--- config.mk ---
export PLATFORM = sky130hd
export DESIGN_NAME = transfer_engine
export DESIGN_NICKNAME = d
export VERILOG_FILES = /design/src/logic/transfer_engine_pkg.sv /design/src/logic/transfer_engine.sv
export VERILOG_INCLUDE_DIRS = /design/src /design/src/logic
export SDC_FILE = /design/constraint.sdc
export NUM_CORES = 1
export LEC_CHECK = 0
export ABC_CLOCK_PERIOD_IN_PS = 10200
export BUFFER_PORTS_ARGS = -buffer_cell sky130_fd_sc_hd__buf_4
export CORE_MARGIN = 2
export CORE_UTILIZATION = 55
export DETAILED_ROUTE_END_ITERATION = 16
export PLACE_DENSITY = 0.73
export SYNTH_ARGS = -nofsm -noshare
export SYNTH_HDL_FRONTEND = slang
export SYNTH_SLANG_ARGS = --single-unit
export TNS_END_PERCENT = 1
--- constraint.sdc ---
create_clock -name CLK_SYS_IN -period 10.2 [get_ports CLK_SYS_IN]
set_input_delay 0.51 -clock CLK_SYS_IN [delete_from_list [all_inputs] [get_ports CLK_SYS_IN]]
set_output_delay 0.51 -clock CLK_SYS_IN [all_outputs]
set_load 0.005 [all_outputs]
--- src/logic/transfer_engine_regs.svh ---
// Register offsets, field positions, reset values and layout counts of the transfer engine
// Assumes a 16-bit register address, 8-bit register data and a 24-bit memory address
`ifndef TRANSFER_ENGINE_REGS_SVH
`define TRANSFER_ENGINE_REGS_SVH

// ==========================================
// Register port offsets
`define ENABLE_ADDR 16'hfef1
`define VECTOR_ADDR 16'hfef3
`define STATUS_ADDR 16'hfef4
`define MASK_ADDR 16'hfef5
`define STATE_ADDR 16'hfef6

// ==========================================
// Register information in RAM
`define INFO_BASE 24'h00_ec00
`define INFO_LAST 3'h5
`define INFO_STRIDE 24'h00_000c
`define STEP_BYTE 24'h00_0001
`define STEP_WORD 24'h00_0002

// ==========================================
// Field positions
`define SRC_MODE_BITS 7:6
`define DST_MODE_BITS 5:4
`define XFER_MODE_BITS 3:2
`define AREA_SIDE_BIT 1
`define UNIT_SIZE_BIT 0
`define CHAIN_BIT 7
`define CPU_IRQ_SEL_BIT 6
`define SW_ENABLE_BIT 7
`define SW_VECTOR_BITS 6:0
`define CH0_ENABLE_BIT 4
`define ST_FWD_BIT 0
`define ST_SW_BIT 1
`define ST_ERR_BIT 2

// ==========================================
// Reset values
`define ENABLE_RST 8'h00
`define VECTOR_RST 8'h00
`define EVENT_RST 3'h0

`endif

--- src/logic/transfer_engine_pkg.sv ---
// Types of the transfer engine's sequencer, mode field and memory port
// Assumes nothing beyond a SystemVerilog compiler
package transfer_engine_pkg;
    // Sequencer states, Gray coded along the usual path
    typedef enum logic [2:0] {
        ST_IDLE = 3'h0,
        ST_FETCH = 3'h1,
        ST_READ = 3'h3,
        ST_WRITE = 3'h2,
        ST_UPDATE = 3'h6,
        ST_BACK = 3'h7,
        ST_DONE = 3'h5
    } state_t;
    // Transfer mode field encodings
    typedef enum logic [1:0] {
        MODE_NORMAL = 2'h0,
        MODE_REPEAT = 2'h1,
        MODE_BLOCK = 2'h2,
        MODE_BAD = 2'h3
    } mode_t;
    // Unit size on the memory port
    typedef enum logic {
        SIZE_BYTE = 1'b0,
        SIZE_WORD = 1'b1
    } unit_size_t;
endpackage

--- src/logic/transfer_engine.sv ---
// Transfer engine: activation, register information fetch, unit move, address update, write-back
// Assumes a no-wait memory port whose read data stand in the cycle after the read strobe
`include "transfer_engine_regs.svh"
module transfer_engine #(
    parameter int ADDR_W = 24,
    parameter int DATA_W = 16
) (
    input wire logic CLK_SYS_IN,
    input wire logic RESET_IN,
    input wire logic [15:0] REG_ADDR_IN,
    input wire logic [7:0] REG_WDATA_IN,
    input wire logic REG_WR_IN,
    input wire logic REG_RD_IN,
    output logic [7:0] REG_RDATA_OUT,
    input wire logic SERIAL_IRQ_IN,
    output logic CPU_IRQ_OUT,
    output logic [ADDR_W-1:0] MEM_ADDR_OUT,
    output logic MEM_RD_OUT,
    output logic MEM_WR_OUT,
    output transfer_engine_pkg::unit_size_t MEM_SIZE_OUT,
    output logic [DATA_W-1:0] MEM_WDATA_OUT,
    input wire logic [DATA_W-1:0] MEM_RDATA_IN
);
    import transfer_engine_pkg::*;

    // The record layout fixes both widths
    if (ADDR_W != 24 || DATA_W != 16) begin : g_check
        $error("transfer_engine needs 24-bit addresses and 16-bit data");
    end

    state_t state_q;
    mode_t mode;
    unit_size_t size_q;
    logic [1:0] ph_q;
    logic [2:0] idx_q;
    logic [23:0] info_q, sar_q, dar_q, addr_q, sar_n, dar_n, span;
    logic [7:0] mra_q, mrb_q, enable_q, vector_q, rdata_q;
    logic [15:0] cra_q, crb_q, cra_n, crb_n, data_q, wdata_q, info_word;
    logic [2:0] status_q, mask_q, ev_set;
    logic rd_q, wr_q, irq_q, irq_d_q, hw_pend_q, from_hw_q, fwd_q, done_q;
    logic more_n, done_n, in_done, bad, chain_go;

    // ==========================================
    // Pointer arithmetic

    // Step a pointer by its two-bit mode and the unit size
    function automatic logic [23:0] step_addr(input logic [23:0] a, input logic [1:0] m, input logic s);
        logic [23:0] st;
        st = s ? `STEP_WORD : `STEP_BYTE;
        if (!m[1]) begin
            step_addr = a;
        end else if (m[0]) begin
            step_addr = a - st;
        end else begin
            step_addr = a + st;
        end
    endfunction

    // Undo one area's worth of steps
    function automatic logic [23:0] rewind(input logic [23:0] a, input logic [1:0] m, input logic [23:0] sp);
        if (!m[1]) begin
            rewind = a;
        end else if (m[0]) begin
            rewind = a + sp;
        end else begin
            rewind = a - sp;
        end
    endfunction

    assign mode = mode_t'(mra_q[`XFER_MODE_BITS]);
    assign bad = (mode == MODE_BAD);
    assign span = mra_q[`UNIT_SIZE_BIT] ? {15'h0000, cra_q[15:8], 1'b0} : {16'h0000, cra_q[15:8]};

    // Next pointers and counts after one unit
    always_comb begin
        sar_n = step_addr(sar_q, mra_q[`SRC_MODE_BITS], mra_q[`UNIT_SIZE_BIT]);
        dar_n = step_addr(dar_q, mra_q[`DST_MODE_BITS], mra_q[`UNIT_SIZE_BIT]);
        cra_n = cra_q - 16'h0001;
        crb_n = crb_q;
        more_n = 1'b0;
        done_n = 1'b0;
        unique case (mode)
            MODE_NORMAL: begin
                done_n = (cra_q == 16'h0001);
            end
            MODE_REPEAT, MODE_BLOCK: begin
                cra_n = {cra_q[15:8], cra_q[7:0] - 8'h01};
                if (cra_q[7:0] == 8'h01) begin
                    cra_n = {cra_q[15:8], cra_q[15:8]};
                    if (mra_q[`AREA_SIDE_BIT]) begin
                        sar_n = rewind(sar_n, mra_q[`SRC_MODE_BITS], span);
                    end else begin
                        dar_n = rewind(dar_n, mra_q[`DST_MODE_BITS], span);
                    end
                    if (mode == MODE_BLOCK) begin
                        crb_n = crb_q - 16'h0001;
                        done_n = (crb_q == 16'h0001);
                    end
                end else begin
                    more_n = (mode == MODE_BLOCK);
                end
            end
            default: begin
                done_n = 1'b0;
            end
        endcase
    end

    // Record word for write-back
    always_comb begin
        unique case (idx_q)
            3'h0: info_word = {mra_q, sar_q[23:16]};
            3'h1: info_word = sar_q[15:0];
            3'h2: info_word = {mrb_q, dar_q[23:16]};
            3'h3: info_word = dar_q[15:0];
            3'h4: info_word = cra_q;
            default: info_word = crb_q;
        endcase
    end

    // ==========================================
    // Sequencer and memory port

    // Fetch, move, update and write back one record per pass
    always_ff @(posedge CLK_SYS_IN) begin
        if (RESET_IN) begin
            state_q <= ST_IDLE;
            ph_q <= 2'h0;
            idx_q <= 3'h0;
            info_q <= `INFO_BASE;
            {mra_q, mrb_q} <= 16'h0000;
            {sar_q, dar_q} <= 48'h0000_0000_0000;
            {cra_q, crb_q} <= 32'h0000_0000;
            data_q <= 16'h0000;
            {from_hw_q, fwd_q, done_q, rd_q, wr_q} <= 5'h00;
            addr_q <= 24'h00_0000;
            wdata_q <= 16'h0000;
            size_q <= SIZE_BYTE;
        end else begin
            rd_q <= 1'b0;
            wr_q <= 1'b0;
            unique case (state_q)
                ST_IDLE: begin
                    if (hw_pend_q || vector_q[`SW_ENABLE_BIT]) begin
                        state_q <= ST_FETCH;
                        from_hw_q <= hw_pend_q;
                        fwd_q <= 1'b0;
                        done_q <= 1'b0;
                        // Software picks a 16-byte slot above the base
                        info_q <= hw_pend_q ? `INFO_BASE :
                            `INFO_BASE + {13'h0000, vector_q[`SW_VECTOR_BITS], 4'h0};
                    end
                end
                ST_FETCH: begin
                    ph_q <= ph_q + 2'h1;
                    if (ph_q == 2'h0) begin
                        rd_q <= 1'b1;
                        addr_q <= info_q + {20'h0_0000, idx_q, 1'b0};
                        size_q <= SIZE_WORD;
                    end else if (ph_q == 2'h2) begin
                        ph_q <= 2'h0;
                        idx_q <= idx_q + 3'h1;
                        unique case (idx_q)
                            3'h0: {mra_q, sar_q[23:16]} <= MEM_RDATA_IN;
                            3'h1: sar_q[15:0] <= MEM_RDATA_IN;
                            3'h2: {mrb_q, dar_q[23:16]} <= MEM_RDATA_IN;
                            3'h3: dar_q[15:0] <= MEM_RDATA_IN;
                            3'h4: cra_q <= MEM_RDATA_IN;
                            default: crb_q <= MEM_RDATA_IN;
                        endcase
                        if (idx_q == `INFO_LAST) begin
                            idx_q <= 3'h0;
                            state_q <= bad ? ST_DONE : ST_READ;
                        end
                    end
                end
                ST_READ: begin
                    ph_q <= ph_q + 2'h1;
                    if (ph_q == 2'h0) begin
                        rd_q <= 1'b1;
                        addr_q <= sar_q;
                        size_q <= unit_size_t'(mra_q[`UNIT_SIZE_BIT]);
                    end else if (ph_q == 2'h2) begin
                        ph_q <= 2'h0;
                        data_q <= MEM_RDATA_IN;
                        state_q <= ST_WRITE;
                    end
                end
                ST_WRITE: begin
                    ph_q <= ph_q + 2'h1;
                    if (ph_q == 2'h0) begin
                        wr_q <= 1'b1;
                        addr_q <= dar_q;
                        wdata_q <= data_q;
                    end else begin
                        ph_q <= 2'h0;
                        state_q <= ST_UPDATE;
                    end
                end
                ST_UPDATE: begin
                    sar_q <= sar_n;
                    dar_q <= dar_n;
                    cra_q <= cra_n;
                    crb_q <= crb_n;
                    done_q <= done_n;
                    fwd_q <= ~more_n & (mrb_q[`CPU_IRQ_SEL_BIT] | done_n);
                    state_q <= more_n ? ST_READ : ST_BACK;
                end
                ST_BACK: begin
                    ph_q <= ph_q + 2'h1;
                    if (ph_q == 2'h0) begin
                        wr_q <= 1'b1;
                        addr_q <= info_q + {20'h0_0000, idx_q, 1'b0};
                        wdata_q <= info_word;
                        size_q <= SIZE_WORD;
                    end else begin
                        ph_q <= 2'h0;
                        idx_q <= idx_q + 3'h1;
                        if (idx_q == `INFO_LAST) begin
                            idx_q <= 3'h0;
                            state_q <= ST_DONE;
                        end
                    end
                end
                ST_DONE: begin
                    if (chain_go) begin
                        info_q <= info_q + `INFO_STRIDE;
                        fwd_q <= 1'b0;
                        done_q <= 1'b0;
                        state_q <= ST_FETCH;
                    end else begin
                        state_q <= ST_IDLE;
                    end
                end
                default: begin
                    state_q <= ST_IDLE;
                end
            endcase
        end
    end

    assign MEM_ADDR_OUT = addr_q;
    assign MEM_RD_OUT = rd_q;
    assign MEM_WR_OUT = wr_q;
    assign MEM_SIZE_OUT = size_q;
    assign MEM_WDATA_OUT = wdata_q;

    // ==========================================
    // Activation and events

    // Pass end events; chaining goes on only for a legal record
    assign in_done = (state_q == ST_DONE);
    assign chain_go = mrb_q[`CHAIN_BIT] & ~bad;
    assign ev_set[`ST_FWD_BIT] = in_done & from_hw_q & fwd_q;
    assign ev_set[`ST_SW_BIT] = in_done & ~from_hw_q & ~chain_go;
    assign ev_set[`ST_ERR_BIT] = in_done & bad;

    // Rising edge of the serial channel 0 request, gated per source
    always_ff @(posedge CLK_SYS_IN) begin
        if (RESET_IN) begin
            irq_q <= 1'b0;
            hw_pend_q <= 1'b0;
        end else begin
            irq_q <= SERIAL_IRQ_IN;
            hw_pend_q <= (SERIAL_IRQ_IN & ~irq_q & enable_q[`CH0_ENABLE_BIT]) |
                (hw_pend_q & (state_q != ST_IDLE));
        end
    end

    // ==========================================
    // Register port

    // Enable and vector registers; a software write beats a hardware clear
    always_ff @(posedge CLK_SYS_IN) begin
        if (RESET_IN) begin
            enable_q <= `ENABLE_RST;
            vector_q <= `VECTOR_RST;
        end else begin
            if (REG_WR_IN && REG_ADDR_IN == `ENABLE_ADDR) begin
                enable_q <= REG_WDATA_IN;
            end else if (in_done && from_hw_q && done_q) begin
                enable_q[`CH0_ENABLE_BIT] <= 1'b0;
            end
            if (REG_WR_IN && REG_ADDR_IN == `VECTOR_ADDR) begin
                vector_q <= REG_WDATA_IN;
            end else if (ev_set[`ST_SW_BIT]) begin
                vector_q[`SW_ENABLE_BIT] <= 1'b0;
            end
        end
    end

    // Sticky status, write one to clear, set wins; mask gates the interrupt
    always_ff @(posedge CLK_SYS_IN) begin
        if (RESET_IN) begin
            status_q <= `EVENT_RST;
            mask_q <= `EVENT_RST;
            irq_d_q <= 1'b0;
        end else begin
            status_q <= (status_q & ~((REG_WR_IN && REG_ADDR_IN == `STATUS_ADDR) ? REG_WDATA_IN[2:0] : 3'h0))
                | ev_set;
            if (REG_WR_IN && REG_ADDR_IN == `MASK_ADDR) begin
                mask_q <= REG_WDATA_IN[2:0];
            end
            irq_d_q <= |(status_q & mask_q);
        end
    end

    // Read data in the cycle after the strobe only; unmapped reads give zero
    always_ff @(posedge CLK_SYS_IN) begin
        if (RESET_IN) begin
            rdata_q <= 8'h00;
        end else begin
            rdata_q <= 8'h00;
            if (REG_RD_IN) begin
                unique case (REG_ADDR_IN)
                    `ENABLE_ADDR: rdata_q <= enable_q;
                    `VECTOR_ADDR: rdata_q <= vector_q;
                    `STATUS_ADDR: rdata_q <= {5'h00, status_q};
                    `MASK_ADDR: rdata_q <= {5'h00, mask_q};
                    `STATE_ADDR: rdata_q <= {5'h00, state_q};
                    default: rdata_q <= 8'h00;
                endcase
            end
        end
    end

    assign REG_RDATA_OUT = rdata_q;
    assign CPU_IRQ_OUT = irq_d_q;
endmodule

==> results of run 1 <==
==> Yosys cell counts (11+ instances only) <==
library cell    n  area share
a221o_1        18       0.010
nor2_1        317       0.069
mux2i_1        41       0.024
clkbuf_1      133       0.029
or3_1          14      0.0051
inv_1          58       0.013
o211ai_1       21      0.0091
a221oi_1       12      0.0061
nor2b_1        40       0.014
a311oi_1       27       0.014
nor3_1         66       0.019
nand3_1        44       0.013
o21a_1         12      0.0052
nand2b_1       28       0.010
o22ai_1        12      0.0043
and3_1         17      0.0062
nand2_1       271       0.059
mux2_2         30       0.020
o31ai_1        11      0.0048
dfxtp_1       221        0.26
a31oi_1        13      0.0047
o21bai_1       11      0.0048
o21ai_0       139       0.040
and2_1         11      0.0040
ha_1          110       0.080
a22oi_1        48       0.021
buf_1          11      0.0024
xor2_1         48       0.024
xnor2_1        71       0.036
a21oi_1       236       0.068
nand4_1        17      0.0062
a222oi_1       21       0.012
a21o_1         55       0.024
a211oi_1       43       0.019
==> worst paths after layout <==
check,start,endpoint,slack (ns),cells after the start
max,mra_q[0],dar_q[23],3.72,23
min,SERIAL_IRQ_IN,irq_q,0.21,2
max reg2reg,mra_q[0],dar_q[23],3.72,23
min reg2reg,data_q[6],data_q[6],0.45,2
==> metrics by stage <==
stage                     area (um^2)   util  worst slack [ns]
after floorplan                 17300      -              4.81
after global routing            18900  0.616              3.39
after CTS                       18900  0.616              3.89
after detailed placement        18100  0.590              3.97
final                           18900  0.616              3.72
after global placement          18100  0.590              4.09
==> worst max-delay path: cells and delay by family, from the launching register on <==
kind / cells / cell delay, ns
mux: 1 / 0.27
compound gates: 12 / 2.62
xor+xnor: 2 / 0.33
fa+ha+maj: 3 / 1.11
flops: 1 / 0.79
buf+inv: 1 / 0.50
simple gates: 4 / 0.73
==> per-layer routing <==
metal / wire (um) / up-vias / global-route usage
li1: - / 8564 / -
met1: 25100 / 8425 / 0.481
met2: 25900 / 902 / 0.549
met3: 6100 / 186 / 0.0617
met4: 3650 / 0 / 0.177
met5: 0 / - / 0
==> power by group <==
group          total, uW  switching, uW  internal [uW]
sequential           940           34.1            906
clock                898            373            525
combinational        382            234            148
==> logic make-up after synthesis <==
kind of cell             Yosys count
flip-flops                       221
AND/OR/NAND/NOR                  869
adder cells (fa/ha/maj)          114
AO/OA/AOI/OAI                    749
multiplexers                      71
buffers and inverters            208
XOR/XNOR                         119
==> sequential cells by signal, summed over array words and instances, names as in the netlist, 2 cells and up <==
name	flops
MEM_ADDR_OUT	24
MEM_WDATA_OUT	16
REG_RDATA_OUT	8
cra_q	16
crb_q	16
dar_q	24
data_q	16
enable_q	8
idx_q	3
info_q	22
mask_q	3
mra_q	8
mrb_q	8
ph_q	2
sar_q	24
state_q	3
status_q	3
vector_q	8
==> layout make-up <==
cell class	instances	area [um^2]	share of cell area
well taps	396	495	0.0261
inverters	59	221	0.0117
clock inverters	8	75.1	0.00396
flip-flops and latches	221	4430	0.234
multi-input cells	1922	12100	0.638
clock buffers	36	737	0.0389
repair buffers	121	912	0.0481
==> metrics, run 1 <==
outcome=finished, final reports clean; Overall Global Routing Usage=0.356; gpl congestion=1.03; initial antenna violation count=0; Vias=18100; clock latency on the worst-skew pair=0.54 ns; hold crit path type=in2reg; DR WL/cell=22.0 um; Core Footprint=30700 um^2; post-CTS sizing=0; post-synthesis adder-cell area fraction=0.0843; chip height=181 um; Max Root-Sink Buffers=3; ys async rst share=0; number of global-route vias before repair=16400; critical path, cell by cell=clkinv_1 > ha_1 > fa_1 > nor2b_1 > o21ai_0 > a21boi_0 > o21ai_0 > a21boi_0 > a21boi_0 > o21ai_0 > xnor2_1 > mux2_2 > ha_1 > and4_1 > o21ai_0 > o211ai_2 > o31a_1 > a311o_1 > and3_1 > nor3_2 > xor2_1 > a21o_1 > a31oi_1; gr ovfl total=0; CTS tree=done; Syn. warnings=0; largest net degree at the start of global routing=79; simple-gate area share of the yosys netlist=0.225; Final Hold Vio Count=0; clk slew on worst S/H paths=0.06 ns; dpl cells=2719; CP required=10.59 ns; CP max-delay cell=dfxtp_1; first-pass GRT wire length=93600 um; CTS hold repair buffers=0; Antenna Nets Post-Route=0; Peak supply drop=117 uV; clk root buf=clkbuf_16; Most used DFF post-synth=dfxtp_1; H-tree Lvls=1; Pleak=0.00770 uW; Post-Layout Cell Count=2763; initial core utilization=0.562; Critical Setup Path Class=reg2reg; normalized max-slew margin=0.138; setup bufs post-CTS=0; Slew @ Worst Pin=1.29 ns; DRC Markers=0; Worst Setup Start Kind=flip-flop; Via-to-Cell Ratio=6.54; post-synthesis compound-gate area fraction=0.285; crit path time final=6.48 ns; die area=32800 um^2; area grow syn2layout=9.71%; detailed placement HPWL=44600 um; Nets=2509; distinct cell type count after synthesis=76; most common cell after layout, fill and taps aside=nor2_1; mux cell area share after synthesis=0.0433; CTS buffer count=25; Synth Cell Area=17300 um^2; Setup violations, final=0; Hold WS=0.207 ns; XOR/XNOR Fraction of Synth Area=0.0603; layout cell share with drive strength beyond 1=0.0938; Tcrit/Tclk final=0.635; CTS sink count=221; number of buffers added on ports=96; Layout Skew=0.00992 ns; RSZ-0062 raised after global routing=no; commonest non-fill, non-tap cells in the layout=nor2_1, nand2_1, a21oi_1, dfxtp_1, o21ai_0; Max Clk Rate=154 MHz; max cap viols=0; Design Power=2220 uW; Post-Synthesis Mean Instance Area=7.35 um^2; Net Count, Synth=2510; CP arrival=6.87 ns; # rows=64; Post-Route WL=60800 um; EDFF count, synth=0; first drt pass iteration count=7; max-slew violation count=0; main combinational cell family by area after synthesis=compound AO/OA/AOI/OAI gates; crit end category=flip-flop; Power Density=117 nW/um^2; DR iter-0 viols=2091; FILL cells=2820; Synth Register Bits=221; cell mode on critical path=o21ai_0; ANT cells=0; DIE WIDTH=181 um; setup_tns=0 ns; CP max FO=20; register area share after synthesis=0.256; Worst path max stage delay=0.79 ns; Boundary Pins=97; gate count after technology mapping=2351
Power figures use the tool's default switching activity.
==> inputs of run 2 (changes only) <==
ABC_CLOCK_PERIOD_IN_PS = 5600   (was 10200)
PLACE_DENSITY = 0.76   (was 0.73)
clock period = 5.6 ns   (was 10.2 ns; I/O delays follow)
==> run 2 against run 1 <==
Global-route usage increased by 0.74 points. Sequential cell count is the same. Die area unchanged. Sequential power is 82% higher. First-iteration DRC count increased by 24%. Cell count grew 1.3%. Register-to-register slack lost 3.4 ns.
==> metrics, run 2 (synthesis gave the netlist of run 1 again) <==
layout cell share with drive strength beyond 1=0.108 (+0.0140); Layout Skew=0.0133 ns (+0.00338 ns); metal2 WL=27100 um (+4.4%); reg2reg end=dar_q[23]; Worst path max stage delay=0.45 ns (-0.34 ns); die area=32800 um^2 (unchanged); Critical Setup Path Class=reg2reg; reg2reg path depth=26 (+13%); Final WS setup=0.283 ns (-3.44 ns); CP max-delay cell=fa_1; Antenna Nets Post-Route=0 (unchanged); normalized max-slew margin=0.232 (+0.0937); number of global-route vias before repair=16800 (+2.2%); DR WL/cell=22.2 um (+0.77%); Clock power frac=0.412 (+0.007); CP endpoint=dar_q[23]; CP required=6.06 ns (-4.53 ns); DIE WIDTH=181 um (unchanged); Final Hold Vio Count=0 (unchanged); Sw Ratio=0.289 (about the same); crit end category=flip-flop; Slew @ Worst Pin=1.15 ns (-0.143 ns); chip height=181 um (unchanged); commonest non-fill, non-tap cells in the layout=nor2_1, nand2_1, a21oi_1, dfxtp_1, buf_4; Pleak=0.00792 uW (+2.9%); DR iter-0 viols=2592 (+24%); Critical path origin=mra_q[4]; Logic pwr share=0.170 (-0.002); Max Clk Rate=188 MHz (+22%); reg2reg setup slack=0.28 ns (-3.44 ns); Via-to-Cell Ratio=6.61 (+1.0%); Max Root-Sink Buffers=3 (unchanged); met1 WL=24900 um (-0.65%); Boundary Pins=97 (unchanged); detailed placement HPWL=45300 um (+1.4%); post-place setup slack=0.182 ns (-3.79 ns); DRC Markers=0 (unchanged); gr ovfl total=0 (unchanged); number of buffers added on ports=96 (unchanged); clk slew on worst S/H paths=0.07 ns (about the same); H-tree Lvls=1 (unchanged); Post-Route WL=62100 um (+2.1%); CTS buffer count=25 (unchanged); area grow syn2layout=11.8%; Worst Setup Start Kind=flip-flop; Tcrit/Tclk final=0.949 (+0.314); clock latency on the worst-skew pair=0.54 ns (about the same); cell mode on critical path=o21ai_0; gpl congestion=1.03 (+0.27%); Post-Layout Cell Count=2800 (+1.3%); sequential share of power=0.418 (-0.005); first drt pass iteration count=9 (+2); hold crit path type=in2reg; Vias=18500 (+2.4%); FILL cells=2793 (-0.96%); Setup violations, final=0 (unchanged); initial core utilization=0.562 (unchanged); first-pass GRT wire length=95700 um (+2.2%); CTS tree=done; r2r startpoint=mra_q[4]; CTS sink count=221 (unchanged); Psw=1180 uW (+84%); # rows=64 (unchanged); max cap viols=0 (unchanged); uppermost layer routed=met4; Nets=2546 (+1.5%); most common cell after layout, fill and taps aside=nor2_1; Peak supply drop=199 uV (+71%); outcome=finished, final reports clean; Power Density=212 nW/um^2 (+81%); crit path time final=5.32 ns (-1.16 ns); CP arrival=5.78 ns (-1.09 ns); clk root buf=clkbuf_16; Internal Power=2910 uW (+84%); initial antenna violation count=0 (unchanged); dpl cells=2749 (+1.1%); met3 wire length=6850 um (+12%); largest net degree at the start of global routing=85 (+7.6%); Overall Global Routing Usage=0.364 (+0.00740); max-slew violation count=0 (unchanged); Core Footprint=30700 um^2 (unchanged); CP max FO=5 (-75%)
[run 2: stage by stage]
step	utilization	hold slack [ns]	setup TNS, ns	cell area, um^2	power, uW
after floorplan	-	0.408	0	17300	2120
final	0.628	0.0270	0	19300	4090
after detailed placement	0.598	0.446	0	18400	2420
after CTS	0.626	0.00988	0	19300	4090
after global routing	0.628	0.0175	-0.0153	19300	4220
after global placement	0.598	0.441	0	18400	2400
[run 2: routing by layer]
metal	vias up	GRT usage
met1	8633	0.492
met4	0	0.164
met2	1045	0.558
met3	203	0.0740
met5	-	0
li1	8626	-
[run 2: area by class of cell]
cell class	count	area [um^2]	area share
antenna	1	2.50	0.000130
multi-input combinational	1922	12100	0.628
timing repair buffer	158	1220	0.0631
clock buffer	34	719	0.0373
sequential	221	4430	0.229
clock inverter	9	104	0.00538
tap	396	495	0.0257
inverter	59	221	0.0115
[run 2: worst max-delay path, delay by kind of cell, from the launching register on]
family / cells / cell delay (ns)
compound gates: 10 / 1.91
simple gates: 8 / 1.27
fa+ha+maj: 2 / 0.82
flops: 1 / 0.41
xor+xnor: 2 / 0.38
buf+inv: 3 / 0.33
mux: 1 / 0.11
[run 2: how the worst min path moves through the flow]
stage	endpoint	cells past startpoint	from	slack, ns
after CTS	vector_q[0]	3	REG_WDATA_IN[0]	0.01
after floorplan	irq_q	1	SERIAL_IRQ_IN	0.41
after global placement	enable_q[0]	2	enable_q[0]	0.44
after global routing	vector_q[0]	3	REG_WDATA_IN[0]	0.02
final	enable_q[1]	3	REG_WDATA_IN[1]	0.03
after detailed placement	enable_q[6]	2	enable_q[6]	0.45
[run 2: timing repair]
| action | 4_1_cts | 5_1_grt |
|---|---|---|
| buffers inserted | 0 | 2 |
| hold buffers | 5 | 0 |
| endpoints found under the hold margin | 8 | 0 |
| setup endpoints to repair | 0 | 5 |
| gates resized for setup | 0 | 12 |
[run 2: power groups by stage]
stage                     registers (uW)  logic (uW)  clock network (uW)
after floorplan                     1730         390                   0
after detailed placement            1740         673                   0
after global placement              1740         663                   0
after CTS                           1710         682                1700
after global routing                1720         749                1750
final                               1710         697                1680
